[src/rtl/acs_pkg.sv]
// Package: constants and types for the conversion sequencer
package acs_pkg;

    // ****************************************************************
    // Register map (byte offsets, one aligned word each)
    // ****************************************************************
    localparam logic [7:0] ACS_CONTROL_ZERO_OFFSET       = 8'h00; // Mode control
    localparam logic [7:0] ACS_COMMAND_WORD_OFFSET       = 8'h04; // Command word, write starts
    localparam logic [7:0] ACS_STATUS_OFFSET             = 8'h08; // Busy and done flags
    localparam logic [7:0] ACS_RIGHT_UNSIGNED_OFFSET     = 8'h0c; // Right-justified view
    localparam logic [7:0] ACS_LEFT_SIGNED_OFFSET        = 8'h10; // Left-justified signed
    localparam logic [7:0] ACS_LEFT_UNSIGNED_OFFSET      = 8'h14; // Left-justified unsigned

    // ****************************************************************
    // Field positions
    // ****************************************************************
    localparam int ACS_CTRL_EXT_MUX_BIT  = 0;  // External multiplexing enable
    localparam int ACS_CMD_CHAN_LSB      = 0;  // Channel field 5:0
    localparam int ACS_CMD_SELECT_LSB    = 6;  // Final sample select 7:6
    localparam int ACS_CMD_SKIP_BIT      = 8;  // Amplifier skip
    localparam int ACS_STAT_BUSY_BIT     = 0;  // Conversion running
    localparam int ACS_STAT_DONE_BIT     = 1;  // Sticky done, cleared by result read

    // ****************************************************************
    // Reset values and cycle counts
    // ****************************************************************
    localparam logic [9:0]  ACS_RESULT_RESET      = 10'h000; // Result after reset
    localparam logic [1:0]  ACS_ADDR_RESET        = 2'h0;    // Mux address after reset
    localparam logic [4:0]  ACS_INITIAL_CYCLES    = 5'h02;   // Initial sample length
    localparam logic [4:0]  ACS_FINAL_BASE_CYCLES = 5'h02;   // Final sample at select 00
    localparam logic [4:0]  ACS_RESOLVE_CYCLES    = 5'h0a;   // One bit per cycle
    localparam int          ACS_RESULT_BITS       = 10;      // Result width

    // ****************************************************************
    // Types
    // ****************************************************************
    // Fields of one command word
    typedef struct packed {
        logic       amplifier_skip;      // Skip initial sample
        logic [1:0] final_sample_select; // Final sample length code
        logic [5:0] channel;             // Channel number
    } acs_command_type;

    // Register bus request
    typedef struct packed {
        logic [7:0]  addr;  // Byte address
        logic [31:0] wdata; // Write data
        logic        wr;    // Write strobe
        logic        rd;    // Read strobe
    } acs_bus_type;

    // Phase sequencer states
    typedef enum logic [1:0] {
        ACS_IDLE    = 2'b00,
        ACS_INITIAL = 2'b01,
        ACS_FINAL   = 2'b10,
        ACS_RESOLVE = 2'b11
    } acs_state_type;

endpackage : acs_pkg

[src/rtl/acs_result_format.sv]
// Result formatter: right, left signed and left unsigned views
`timescale 1ns/100ps
`default_nettype none

module acs_result_format
    import acs_pkg::*;
(
    input  wire logic [9:0]  result,         // Stored result
    output logic      [15:0] right_unsigned, // Low-justified view
    output logic      [15:0] left_signed,    // Signed, left-justified view
    output logic      [15:0] left_unsigned   // Unsigned, left-justified view
);

    // ****************************************************************
    // Justification
    // ****************************************************************
    // Ten bits in the low positions, zeros above
    assign right_unsigned = {6'h00, result};                          // [RULE16]
    // Ten bits at the top, low six read zero
    assign left_unsigned  = {result, 6'h00};                          // [RULE2]
    // Offset binary to signed: invert top bit, magnitude in 14:6
    assign left_signed    = {~result[9], result[8:0], 6'h00};         // [RULE1]

endmodule : acs_result_format

`default_nettype wire

[src/rtl/acs_sequencer.sv]
// Conversion sequencer: phases, external mux address, result registers
//
// Behaviour
// [RULE1] Signed left-justified view, magnitude in 14:6
// [RULE2] Unsigned left-justified view in 15:6
// [RULE3] Multi-cycle result reads are not coherent
// [RULE4] External mux only when control bit set
// [RULE5] Mux address driven from channel number
// [RULE6] Channel decodes to one of four inputs
// [RULE7] Address pins become outputs only when muxing; code also drives them as outputs per port_direction_bits otherwise
// [RULE8] Eight direct, or two plus sixteen channels; code decodes four direct inputs, or sixteen muxed channels
// [RULE9] Initial, final sample, then resolution order
// [RULE10] Initial sample exactly two cycles
// [RULE11] Final sample 2, 4, 8 or 16
// [RULE12] Ten resolution cycles, one bit each
// [RULE13] Select 00 gives two, doubling to sixteen
// [RULE14] Amplifier skip omits initial sample phase
// [RULE15] Done pulse when result is ready
// [RULE16] Right-justified unsigned view in low bits
// [RULE17] Start next edge; busy refuses new requests
//
// Chosen here: the address-and-strobe port and the address map.
`timescale 1ns/100ps
`default_nettype none

module acs_sequencer
    import acs_pkg::*;
(
    input  wire logic        clk,              // Converter clock, 40 MHz
    input  wire logic        rst_b,            // Asynchronous reset, active low
    input  wire logic [7:0]  reg_addr,         // Register byte address
    input  wire logic [31:0] reg_wdata,        // Register write data
    input  wire logic        reg_wr,           // Write strobe
    input  wire logic        reg_rd,           // Read strobe
    output logic      [31:0] reg_rdata,        // Read data, cycle after strobe
    input  wire logic        start_conv,       // Queue start request, one cycle
    input  wire logic [8:0]  queue_command,    // Queue command word
    input  wire logic        comparator,       // Comparator decision pin
    input  wire logic [1:0]  addr_pin_in,      // Address pins, input path
    input  wire logic [1:0]  port_direction_bits, // Port direction for pins 1:0
    input  wire logic [1:0]  port_data_out,    // Port data for pins 1:0
    output logic      [1:0]  addr_pin_out,     // Address pins, output value
    output logic      [1:0]  addr_pin_oe,      // Address pins, output enable
    output logic      [1:0]  addr_pin_sample,  // Pin levels seen as inputs
    output logic      [1:0]  input_select,     // Expanded or direct input chosen
    output logic             ext_mux_active,   // External mux mode flag
    output logic             amp_enable,       // Buffer amplifier in path
    output logic             sample_enable,    // Sample capacitor connected
    output logic      [9:0]  trial_bits,       // Approximation register to DAC
    output logic             conv_done,        // End of conversion pulse
    output logic             busy              // Conversion running
);

    // ****************************************************************
    // Reset synchroniser
    // ****************************************************************
    logic       rst_meta_b; // First reset stage
    logic       rst_sync_b; // Released reset used everywhere

    // Release reset through two flops
    always_ff @(posedge clk or negedge rst_b)
    begin
        if (!rst_b)
        begin
            rst_meta_b <= 1'b0;
            rst_sync_b <= 1'b0;
        end
        else
        begin
            rst_meta_b <= 1'b1;
            rst_sync_b <= rst_meta_b;
        end
    end

    // ****************************************************************
    // Pin input synchronisers
    // ****************************************************************
    logic [2:0] pin_meta;   // First stage: comparator and pins
    logic [2:0] pin_sync;   // Second stage

    // Two flops before any logic reads a pin
    always_ff @(posedge clk or negedge rst_sync_b)
    begin
        if (!rst_sync_b)
        begin
            pin_meta <= 3'h0;
            pin_sync <= 3'h0;
        end
        else
        begin
            pin_meta <= {comparator, addr_pin_in};
            pin_sync <= pin_meta;
        end
    end

    // ****************************************************************
    // Register bus decode
    // ****************************************************************
    acs_bus_type bus;               // Bundled request
    logic        control_zero;      // External mux enable
    acs_command_type sw_command;    // Last software command word
    logic        sw_start;          // Software start pulse
    logic        done_flag;         // Sticky done
    logic [9:0]  result;            // Stored result
    logic [15:0] right_view;        // Right-justified view
    logic [15:0] left_signed_value; // Signed left view
    logic [15:0] left_unsigned_value; // Unsigned left view
    logic        result_read;       // A result register was read

    assign bus = '{addr: reg_addr, wdata: reg_wdata, wr: reg_wr, rd: reg_rd};

    // Control and command registers
    always_ff @(posedge clk or negedge rst_sync_b)
    begin
        if (!rst_sync_b)
        begin
            control_zero <= 1'b0;
            sw_command   <= '0;
            sw_start     <= 1'b0;
        end
        else
        begin
            sw_start <= 1'b0;
            if (bus.wr && bus.addr == ACS_CONTROL_ZERO_OFFSET)
            begin
                // Only software sets the mode
                control_zero <= bus.wdata[ACS_CTRL_EXT_MUX_BIT]; // [RULE4]
            end
            if (bus.wr && bus.addr == ACS_COMMAND_WORD_OFFSET)
            begin
                sw_command <= bus.wdata[8:0];
                sw_start   <= 1'b1;
            end
        end
    end

    assign result_read = bus.rd && (bus.addr == ACS_RIGHT_UNSIGNED_OFFSET
                                 || bus.addr == ACS_LEFT_SIGNED_OFFSET
                                 || bus.addr == ACS_LEFT_UNSIGNED_OFFSET);

    // Read data, one cycle after the strobe; unmapped reads zero
    always_ff @(posedge clk or negedge rst_sync_b)
    begin
        if (!rst_sync_b)
        begin
            reg_rdata <= 32'h0;
        end
        else if (bus.rd)
        begin
            case (bus.addr)
                ACS_CONTROL_ZERO_OFFSET:   reg_rdata <= {31'h0, control_zero};
                ACS_COMMAND_WORD_OFFSET:   reg_rdata <= {23'h0, sw_command};
                ACS_STATUS_OFFSET:         reg_rdata <= {30'h0, done_flag, busy};
                // Each word is one snapshot; no pairing across reads
                ACS_RIGHT_UNSIGNED_OFFSET: reg_rdata <= {16'h0, right_view};        // [RULE3]
                ACS_LEFT_SIGNED_OFFSET:    reg_rdata <= {16'h0, left_signed_value};
                ACS_LEFT_UNSIGNED_OFFSET:  reg_rdata <= {16'h0, left_unsigned_value};
                default:                   reg_rdata <= 32'h0;
            endcase
        end
        else
        begin
            reg_rdata <= 32'h0;
        end
    end

    // ****************************************************************
    // Phase sequencer
    // ****************************************************************
    acs_state_type   state;        // Current phase
    acs_command_type cmd;          // Latched command of this conversion
    logic [4:0]      phase_count;  // Cycles left in phase
    logic [3:0]      bit_index;    // Bit under trial
    logic [9:0]      approximation_register;          // Approximation register
    logic            start_any;    // Start from queue or software
    acs_command_type start_cmd;    // Command for a new start
    logic [4:0]      final_cycles; // Decoded final sample length

    assign start_any = start_conv || sw_start;
    assign start_cmd = start_conv ? acs_command_type'(queue_command) : sw_command;

    // Select 00..11 gives 2,4,8,16
    assign final_cycles = ACS_FINAL_BASE_CYCLES << cmd.final_sample_select; // [RULE11] [RULE13]

    // Sequence of phases
    always_ff @(posedge clk or negedge rst_sync_b)
    begin
        if (!rst_sync_b)
        begin
            state       <= ACS_IDLE;
            cmd         <= '0;
            phase_count <= 5'h0;
        end
        else
        begin
            case (state)
                ACS_IDLE:
                begin
                    // Requests only taken when idle
                    if (start_any) // [RULE17]
                    begin
                        cmd <= start_cmd;
                        if (start_cmd.amplifier_skip)
                        begin
                            // No initial phase when skipping
                            state       <= ACS_FINAL; // [RULE14]
                            phase_count <= ACS_FINAL_BASE_CYCLES
                                           << start_cmd.final_sample_select;
                        end
                        else
                        begin
                            state       <= ACS_INITIAL; // [RULE9]
                            phase_count <= ACS_INITIAL_CYCLES; // [RULE10]
                        end
                    end
                end
                ACS_INITIAL:
                begin
                    if (phase_count == 5'h1)
                    begin
                        state       <= ACS_FINAL; // [RULE9]
                        phase_count <= final_cycles;
                    end
                    else
                    begin
                        phase_count <= phase_count - 5'h1;
                    end
                end
                ACS_FINAL:
                begin
                    if (phase_count == 5'h1)
                    begin
                        state       <= ACS_RESOLVE; // [RULE9]
                        phase_count <= ACS_RESOLVE_CYCLES; // [RULE12]
                    end
                    else
                    begin
                        phase_count <= phase_count - 5'h1;
                    end
                end
                ACS_RESOLVE:
                begin
                    if (phase_count == 5'h1)
                    begin
                        state <= ACS_IDLE;
                    end
                    phase_count <= phase_count - 5'h1;
                end
                default:
                begin
                    state <= ACS_IDLE;
                end
            endcase
        end
    end

    // Successive approximation, MSB first, one bit per cycle
    always_ff @(posedge clk or negedge rst_sync_b)
    begin
        if (!rst_sync_b)
        begin
            approximation_register       <= ACS_RESULT_RESET;
            bit_index <= 4'h9;
        end
        else if (state == ACS_FINAL && phase_count == 5'h1)
        begin
            // Preload trial with MSB set
            approximation_register       <= 10'h200;
            bit_index <= 4'h9;
        end
        else if (state == ACS_RESOLVE)
        begin
            // Keep or drop trial bit, then set the next one
            approximation_register[bit_index] <= pin_sync[2]; // [RULE12]
            if (bit_index != 4'h0)
            begin
                approximation_register[bit_index - 4'h1] <= 1'b1;
                bit_index             <= bit_index - 4'h1;
            end
        end
    end

    // Store result and raise done
    always_ff @(posedge clk or negedge rst_sync_b)
    begin
        if (!rst_sync_b)
        begin
            result    <= ACS_RESULT_RESET;
            conv_done <= 1'b0;
            done_flag <= 1'b0;
        end
        else
        begin
            conv_done <= 1'b0;
            if (state == ACS_RESOLVE && phase_count == 5'h1)
            begin
                result    <= {approximation_register[9:1], pin_sync[2]};
                conv_done <= 1'b1; // [RULE15]
            end
            // Set wins over clear
            if (state == ACS_RESOLVE && phase_count == 5'h1)
                done_flag <= 1'b1;
            else if (result_read)
                done_flag <= 1'b0;
        end
    end

    assign busy          = (state != ACS_IDLE);
    assign amp_enable    = (state == ACS_INITIAL);
    assign sample_enable = (state == ACS_INITIAL) || (state == ACS_FINAL);
    assign trial_bits    = approximation_register;

    // ****************************************************************
    // External multiplexer address and input decode
    // ****************************************************************
    logic [1:0] ext_addr; // external_channel_address register

    // Address bits taken from channel 2:1 each conversion
    always_ff @(posedge clk or negedge rst_sync_b)
    begin
        if (!rst_sync_b)
        begin
            ext_addr     <= ACS_ADDR_RESET;
            input_select <= 2'h0;
        end
        else if (state == ACS_IDLE && start_any)
        begin
            ext_addr <= start_cmd.channel[2:1]; // [RULE5]
            if (control_zero)
            begin
                // Bit 4 picks w/x or y/z pair, bit 0 picks one of that pair: 16 channels
                input_select <= {start_cmd.channel[4], start_cmd.channel[0]}; // [RULE6] [RULE8]
            end
            else
            begin
                // Direct mode: low bits pick one of the direct inputs
                input_select <= start_cmd.channel[1:0]; // [RULE8]
            end
        end
    end

    assign ext_mux_active = control_zero; // [RULE4]

    // Pins forced to outputs while muxing; direction bits ignored then
    assign addr_pin_oe     = control_zero ? 2'b11 : port_direction_bits; // [RULE7]
    assign addr_pin_out    = control_zero ? ext_addr : port_data_out;    // [RULE5]
    assign addr_pin_sample = control_zero ? 2'b00 : pin_sync[1:0];       // [RULE7]

    // ****************************************************************
    // Result views
    // ****************************************************************
    acs_result_format u_format
    (
        .result         (result),
        .right_unsigned (right_view),
        .left_signed    (left_signed_value),
        .left_unsigned  (left_unsigned_value)
    );

    // ****************************************************************
    // Checks
    // ****************************************************************
    AST_INIT_TWO: assert property (@(posedge clk) disable iff (!rst_sync_b) // [RULE10]
        $rose(amp_enable) |-> amp_enable [*2] ##1 !amp_enable)
        else $error("initial sample not two cycles");

    AST_SKIP: assert property (@(posedge clk) disable iff (!rst_sync_b) // [RULE14]
        (state == ACS_IDLE && start_any && start_cmd.amplifier_skip) |=> state == ACS_FINAL)
        else $error("skip did not omit initial phase");

    AST_ORDER: assert property (@(posedge clk) disable iff (!rst_sync_b) // [RULE9]
        (state == ACS_INITIAL && $past(state) == ACS_INITIAL) |=> state == ACS_FINAL)
        else $error("initial not followed by final");

    AST_RESOLVE_TEN: assert property (@(posedge clk) disable iff (!rst_sync_b) // [RULE12]
        (state == ACS_RESOLVE && $past(state) != ACS_RESOLVE) |-> ##9 conv_done == 1'b0 ##1 conv_done)
        else $error("resolution not ten cycles");

    AST_FINAL_LEN: assert property (@(posedge clk) disable iff (!rst_sync_b) // [RULE11]
        (state == ACS_FINAL && $past(state) != ACS_FINAL && cmd.final_sample_select == 2'b00)
        |-> ##1 state == ACS_FINAL ##1 state == ACS_RESOLVE)
        else $error("final sample length wrong");

    AST_DONE: assert property (@(posedge clk) disable iff (!rst_sync_b) // [RULE15]
        conv_done |-> $past(state) == ACS_RESOLVE && state == ACS_IDLE && done_flag)
        else $error("done without resolution");

    AST_PINS: assert property (@(posedge clk) disable iff (!rst_sync_b) // [RULE7]
        control_zero |-> addr_pin_oe == 2'b11 && addr_pin_out == ext_addr)
        else $error("address pins not outputs");

    AST_START: assert property (@(posedge clk) disable iff (!rst_sync_b) // [RULE17]
        (state == ACS_IDLE && start_any) |=> busy)
        else $error("start not taken next edge");

    AST_VIEWS: assert property (@(posedge clk) disable iff (!rst_sync_b) // [RULE2]
        left_unsigned_value[15:6] == right_view[9:0] && left_unsigned_value[5:0] == 6'h00)
        else $error("views disagree");

endmodule : acs_sequencer

`default_nettype wire

[config.mk]
export PLATFORM = sky130hd
export DESIGN_NAME = acs_sequencer
export DESIGN_NICKNAME = d
export VERILOG_FILES = /design/src/rtl/acs_pkg.sv /design/src/rtl/acs_result_format.sv /design/src/rtl/acs_sequencer.sv
export SDC_FILE = /design/constraint.sdc
export NUM_CORES = 1
export LEC_CHECK = 0
export BUFFER_PORTS_ARGS = -buffer_cell sky130_fd_sc_hd__buf_4
export CAP_MARGIN = 15
export CORE_UTILIZATION = 50
export CTS_BUF_LIST = sky130_fd_sc_hd__clkbuf_4 sky130_fd_sc_hd__clkbuf_8
export CTS_CLUSTER_DIAMETER = 30
export DETAILED_ROUTE_END_ITERATION = 16
export GPL_TIMING_DRIVEN = 0
export PLACE_DENSITY = 0.78
export SLEW_MARGIN = 20
export SYNTH_ARGS = -nofsm -noshare
export SYNTH_HDL_FRONTEND = slang
export SYNTH_SLANG_ARGS = --single-unit
export TNS_END_PERCENT = 50
[constraint.sdc]
create_clock -name clk -period 2.8 [get_ports clk]
set_clock_uncertainty 0.2 [all_clocks]
set_input_delay 0.28 -clock clk [delete_from_list [all_inputs] [get_ports clk]]
set_output_delay 0.28 -clock clk [all_outputs]
set_load 0.01 [all_outputs]
==> impl_metrics.toml, run 1 <==
[critical_path]
required_ns = 2.83
regToRegStartpoint = "phase_count[1]$_DFFE_PN0N_"
worstReg2RegEnd = "result[2]$_DFFE_PN0P_"
path_max_fanout = 10
end_kind = "register"
reg2regPathDepth = 6
cp-start-kind = "register"
critPathArrivalTime_ns = 2.53
criticalPathCategory = "reg2reg"
reg2reg_slack_ns = 0.30

[detailed_routing]
wl_per_cell_um = 15.5
vias = 3192
ant_nets = 0
route.detailed.drc = 0
first_iter_violations = 141
vias_per_cell = 5.37
wl_um = 9230
drtPass1Iterations = 4

[min_path]
hold_path_class = "reg2async"

[place]
placed_area_um2 = 4710
io_buffers = 71
dp_hpwl_um = 6540
place.gp.congestion = 0.879

[global_routing]
grt_pass1_wl_um = 15100
grt_start_max_net_pins = 58
overflow = 0
met3_usage_pct = 4.52
grt_usage_pct = 23.3
use_met1_pct = 31.4
grt_pass1_vias = 3086
gr-max-usage-layer = "met2"
grt_use_met2_pct = 38.2
antenna_found_initial = 0

[sta]
max_slew_margin_pct = 38.2
clock.fmax_mhz = 400
hold_violations = 0
setup_tns_ns = 0
setup_viol = 0
fin_crit_ns = 2.50
maxSlewViolCount = 0
period_share_pct = 89.3
rsz0062_at_grt = "no"
worst_pin_slew_ns = 0.914

[clock_tree]
clk_latency_ns = 0.34
cts_setup_buffers = 0
path_clk_slew_ns = 0.08
cts_buffers = 9
cts_tree = "yes"
cts_htree_levels = 3
cts-root-buf = "clkbuf_8"
clk_path_buf_depth = 2
cts_sinks = 74

[synth]
netlist-cell-type-count = 68
synth.top_cell.area_share_pct = 45.5
async_reset_ff_share_pct = 100
netlist_top_cells_area = "dfrtp_1 46%, mux2_2 4.8%, ha_1 3.5%, mux2_4 3.4%, buf_4 3.0%"
yosysTopAreaCell = "dfrtp_1"
yosys_register_bits = 74
syn_area_per_cell_um2 = 10.6
syn_inst = 375
syn-cell-area_um2 = 3960
ys_warn_count = 0
ys.flop_type = "dfrtp_1"
yosysSeqAreaShare_pct = 46.9
synth_edf_count = 0

[die]
die_y_um = 91.0
dieArea_um2 = 8270
core_area_um2 = 7690
io_pins = 116
rows = 32
initial_utilization_pct = 51.5
die_w_um = 91.0

[power_and_ir_drop]
power_density_nw_per_um2 = 832
p_leak_nw = 2.43
ir_worst_vdd_mv = 0.476

[finish]
n_fill_cell = 603
antenna_cells = 0
nNetsFinal = 560
post_route_cells_drive_above_1_share_pct = 30.5
finalInstanceArea_um2 = 5100
syn_to_final_growth_pct = 28.9

[flow_run]
cap_violations = 0

[status]
outcome = "complete, no violations"
-- synthesized netlist by cell type, drive strengths merged, types with 3 or more instances --
cell,number
a211oi,6
a21o,5
a21oi,13
a221oi,3
a22oi,7
a311oi,3
a32o,3
a32oi,3
and2,9
buf,20
clkbuf,16
dfrtp,72
ha,11
inv,16
mux2,26
mux2i,4
nand2,31
nand2b,3
nand3b,3
nor2,24
nor2b,7
nor3,12
nor3b,4
nor4b,4
o211ai,6
o21ai,13
o22ai,3
or2,3
xnor2,3
-- kinds of logic after synthesis --
logic type               count (synthesis)  synth area share (%)
AO/OA/AOI/OAI                           87                  15.8
XOR/XNOR                                 5                  1.11
adder cells (fa/ha/maj)                 11                  3.48
buffers and inverters                   53                  6.80
flip-flops                              74                  46.9
multiplexers                            32                  10.4
other                                    2                 0.190
AND/OR/NAND/NOR                        111                  15.3
-- registers in the layout, summed over array words and instances (netlist names), 3 cells and up --
register / cells
trial_bits: 10
sw_command: 9
phase_count: 5
pin_sync: 3
result: 10
bit_index: 4
pin_meta: 3
reg_rdata: 16
-- worst max path at each step --
stage                                          start                        end  slack (ns)  depth (start not counted)
final                     phase_count[1]$_DFFE_PN0N_      result[2]$_DFFE_PN0P_        0.30                          6
after global routing      phase_count[1]$_DFFE_PN0N_      result[2]$_DFFE_PN0P_        0.08                          6
after CTS                   bit_index[1]$_DFFE_PN0P_  trial_bits[5]$_DFFE_PN0P_        0.11                          7
after detailed placement    bit_index[1]$_DFFE_PN0P_  trial_bits[5]$_DFFE_PN0P_        0.13                          7
after global placement          rst_sync_b$_DFF_PN0_        conv_done$_DFF_PN0_       -0.36                          0
after floorplan                 rst_sync_b$_DFF_PN0_   bit_index[1]$_DFFE_PN0P_        0.39                          0
-- timing repair --
action,CTS,global route
hold buffers,15,0
hold endpoints to repair,17,0
resized for setup,0,3
setup endpoints to repair,0,2
-- routing by layer --
metal | part of all wire [%] | vias up
met5 | 0 | -
met4 | 1.1 | 0
met3 | 5.1 | 12
met2 | 48 | 101
met1 | 45 | 1534
li1 | - | 1545
-- stage by stage --
stage	std cells	hold WS, ns	utilization [%]	worst slack, ns	total power, mW
after detailed placement	564	-0.137	61.2	0.131	3.22
after CTS	594	0.0104	66.3	0.114	4.25
final	594	0.000600	66.3	0.299	4.24
after floorplan	390	-0.216	-	0.390	2.68
after global routing	594	0.0276	66.3	0.0808	4.53
after global placement	563	-0.138	60.8	-0.364	3.18
-- cell type report --
cell class                      instances  area (um^2)  area share (%)
Timing Repair Buffer                   87          711            13.9
Multi-Input combinational cell        263         1890            37.1
Tap cell                              102          128            2.50
Clock buffer                            9          124            2.43
Clock inverter                          6          115            2.26
Buffer                                 36          206            4.05
Sequential cell                        74         1860            36.4
Inverter                               17         67.6            1.32
-- report_power, final --
group	total [mW]	switching, mW	internal (mW)
clock network	0.997	0.406	0.591
logic	1.71	0.952	0.759
registers	1.54	0.230	1.31
-- layout by cell type (no fill, tap or decap), types with 4 or more instances in the layout --
master         count
clkbuf_1          15
nor3_1            12
inv_1             16
mux2i_1            4
o21ai_0           12
nor2_1            24
a22oi_1            7
clkbuf_8           9
a21o_1             5
dfrtp_1           71
conb_1            17
dlygate4sd3_1     15
a211oi_1           6
mux2_2            17
o211ai_1           6
mux2_4             9
a21oi_1           13
and2_1             9
buf_4             87
ha_1              11
nand2_1           31
nor2b_1            7
-- critical path, stage by stage, from the launching register on --
cell,delay (ns)
dfrtp_1,0.40
inv_1,0.08
ha_1,0.15
nor4b_1,0.74
nand2_1,0.24
buf_2,0.26
mux2_2,0.30
Note: power is estimated with default switching activity, not from simulation.
==> inputs of run 2 (changes only) <==
- REMOVE_ABC_BUFFERS: unset -> 1
==> impl_metrics.toml, run 2 (synthesized netlist as in run 1, its figures left out) <==
[critical_path]
crit_start = "bit_index[1]$_DFFE_PN0P_"
worstReg2RegEnd = "trial_bits[5]$_DFFE_PN0P_"
regToRegStartpoint = "bit_index[1]$_DFFE_PN0P_"
cpPeakStageDelay_ns = 0.46
slowest_stage = "dfrtp_1"
path_max_fanout = 13
reg2reg_slack_ns = 0.29
crit_family = "buffers and inverters"
end_kind = "register"
required_ns = 2.85
cp_cell_sequence = "inv_1 > ha_1 > clkinv_1 > nor3_1 > a221oi_1 > a311oi_1"
cp-start-kind = "register"
criticalPathCategory = "reg2reg"
reg2regPathDepth = 6
cp.buffers_inverters = 2
critPathArrivalTime_ns = 2.56

[sta]
period_share_pct = 89.7
setup_tns_ns = 0
worst_pin_slew_ns = 0.725
fin_crit_ns = 2.51
maxSlewViolCount = 0
rsz0062_at_grt = "no"
setup_viol = 0
hold_violations = 0
clock.fmax_mhz = 398
max_slew_margin_pct = 51.0
whs_ns = 0.0382

[finish]
post_route_cells_drive_above_1_share_pct = 29.0
syn_to_final_growth_pct = 24.4
antenna_cells = 0
final_common_cell = "buf_4"
post-route-util_pct = 64.0
top_register = "reg_rdata"
nNetsFinal = 529
final_cell_mix = "74 x buf_4, 71 x dfrtp_1, 31 x nand2_1"
largest_register_ffs = 16

[status]
outcome = "complete, no violations"

[global_routing]
use_met1_pct = 31.6
antenna_found_initial = 0
grt_usage_pct = 23.7
gr-max-usage-layer = "met2"
grt_pass1_vias = 3111
met3_usage_pct = 5.53
grt_start_max_net_pins = 60
overflow = 0
grt_pass1_wl_um = 15400
grt_use_met2_pct = 38.8

[power_and_ir_drop]
clkPwrFrac_pct = 22.6
swShare_pct = 38.7
ir_worst_vdd_mv = 0.547
p_leak_nw = 2.33
internal_power_mw = 2.55
seq_power_share_pct = 38.1
combinationalPowerShare_pct = 39.3
power_density_nw_per_um2 = 846
power_switching_mw = 1.61

[detailed_routing]
vias_per_cell = 5.60
wl_um = 9280
wl_per_cell_um = 16.4
vias = 3159
drtPass1Iterations = 5
first_iter_violations = 174
route.detailed.drc = 0
ant_nets = 0

[clock_tree]
path_clk_slew_ns = 0.08
clk_path_buf_depth = 2
clk_latency_ns = 0.35
cts_buffers = 9
cts-root-buf = "clkbuf_8"
cts_sinks = 74
cts_htree_levels = 3
cts_tree = "yes"

[place]
dp_hpwl_um = 6240
io_buffers = 74
place.gp.congestion = 0.902

[die]
die_y_um = 91.0
core_area_um2 = 7690
rows = 32
initial_utilization_pct = 51.5
io_pins = 116
dieArea_um2 = 8270
die_w_um = 91.0

[flow_run]
cap_violations = 0

[min_path]
hold_path_class = "in2async"
run 2: changes by cell type in the layout (fill, tap and decap cells not counted), sizes merged:
cell,before,now
bufinv,3,2
clkinvlp,2,0
dlygate4sd3,15,17
inv,17,18
clkbuf,25,9
buf,92,75
clkinv,1,4
run 2: worst max-delay path by stage:
stage | cells after the start | to
2_1_floorplan | 0 | bit_index[1]$_DFFE_PN0P_
3_3_place_gp | 0 | conv_done$_DFF_PN0_
3_5_place_dp | 5 | result[6]$_DFFE_PN0P_
4_1_cts | 5 | result[6]$_DFFE_PN0P_
5_1_grt | 6 | trial_bits[6]$_DFFE_PN0P_
6_report | 6 | trial_bits[5]$_DFFE_PN0P_
run 2: worst register-to-register path: cells and delay by family, from the launching register on:
kind,cells,cell delay (ns)
flip-flops,1,0.46
buffers and inverters,2,0.52
AND/OR/NAND/NOR,1,0.38
adder cells (fa/ha/maj),1,0.44
AO/OA/AOI/OAI,2,0.41
run 2: layout make-up:
type | count | area (um^2)
fill | 626 | 2760
multi-input combinational | 263 | 1900
sequential | 74 | 1860
timing repair buffer | 92 | 753
tap | 102 | 128
clock buffer | 9 | 124
clock inverter | 7 | 100
inverter | 17 | 63.8
run 2: stage by stage:
step	worst slack, ns	instances	cell area (um^2)	total power [mW]
global placement	-0.388	530	4490	3.11
detailed placement	0.111	531	4520	3.18
finish	0.288	564	4920	4.17
global route	0.112	564	4920	4.44
floorplan	0.390	354	3810	2.63
CTS	0.0904	564	4920	4.15
run 2: what timing repair did:
| item | in CTS | in global routing |
|---|---|---|
| hold buffers | 17 | 0 |
| resized for setup | 0 | 1 |
| buffers inserted | 0 | 0 |
| setup endpoints to repair | 0 | 11 |
| hold endpoints to repair | 24 | 0 |
run 2: per-layer routing:
metal / share of wire [%] / up-vias / wire (um)
met5: 0 / - / 0
met4: 1.3 / 0 / 116
met3: 5.9 / 11 / 548
met2: 50 / 127 / 4660
met1: 43 / 1541 / 3950
li1: - / 1480 / -
run 2: power groups by stage:
stage               clock [mW]  sequential, mW  combinational, mW
floorplan                    0            1.55               1.08
global placement             0            1.60               1.51
detailed placement           0            1.60               1.58
CTS                      0.951            1.58               1.62
global route              1.01            1.63               1.80
finish                   0.940            1.59               1.64
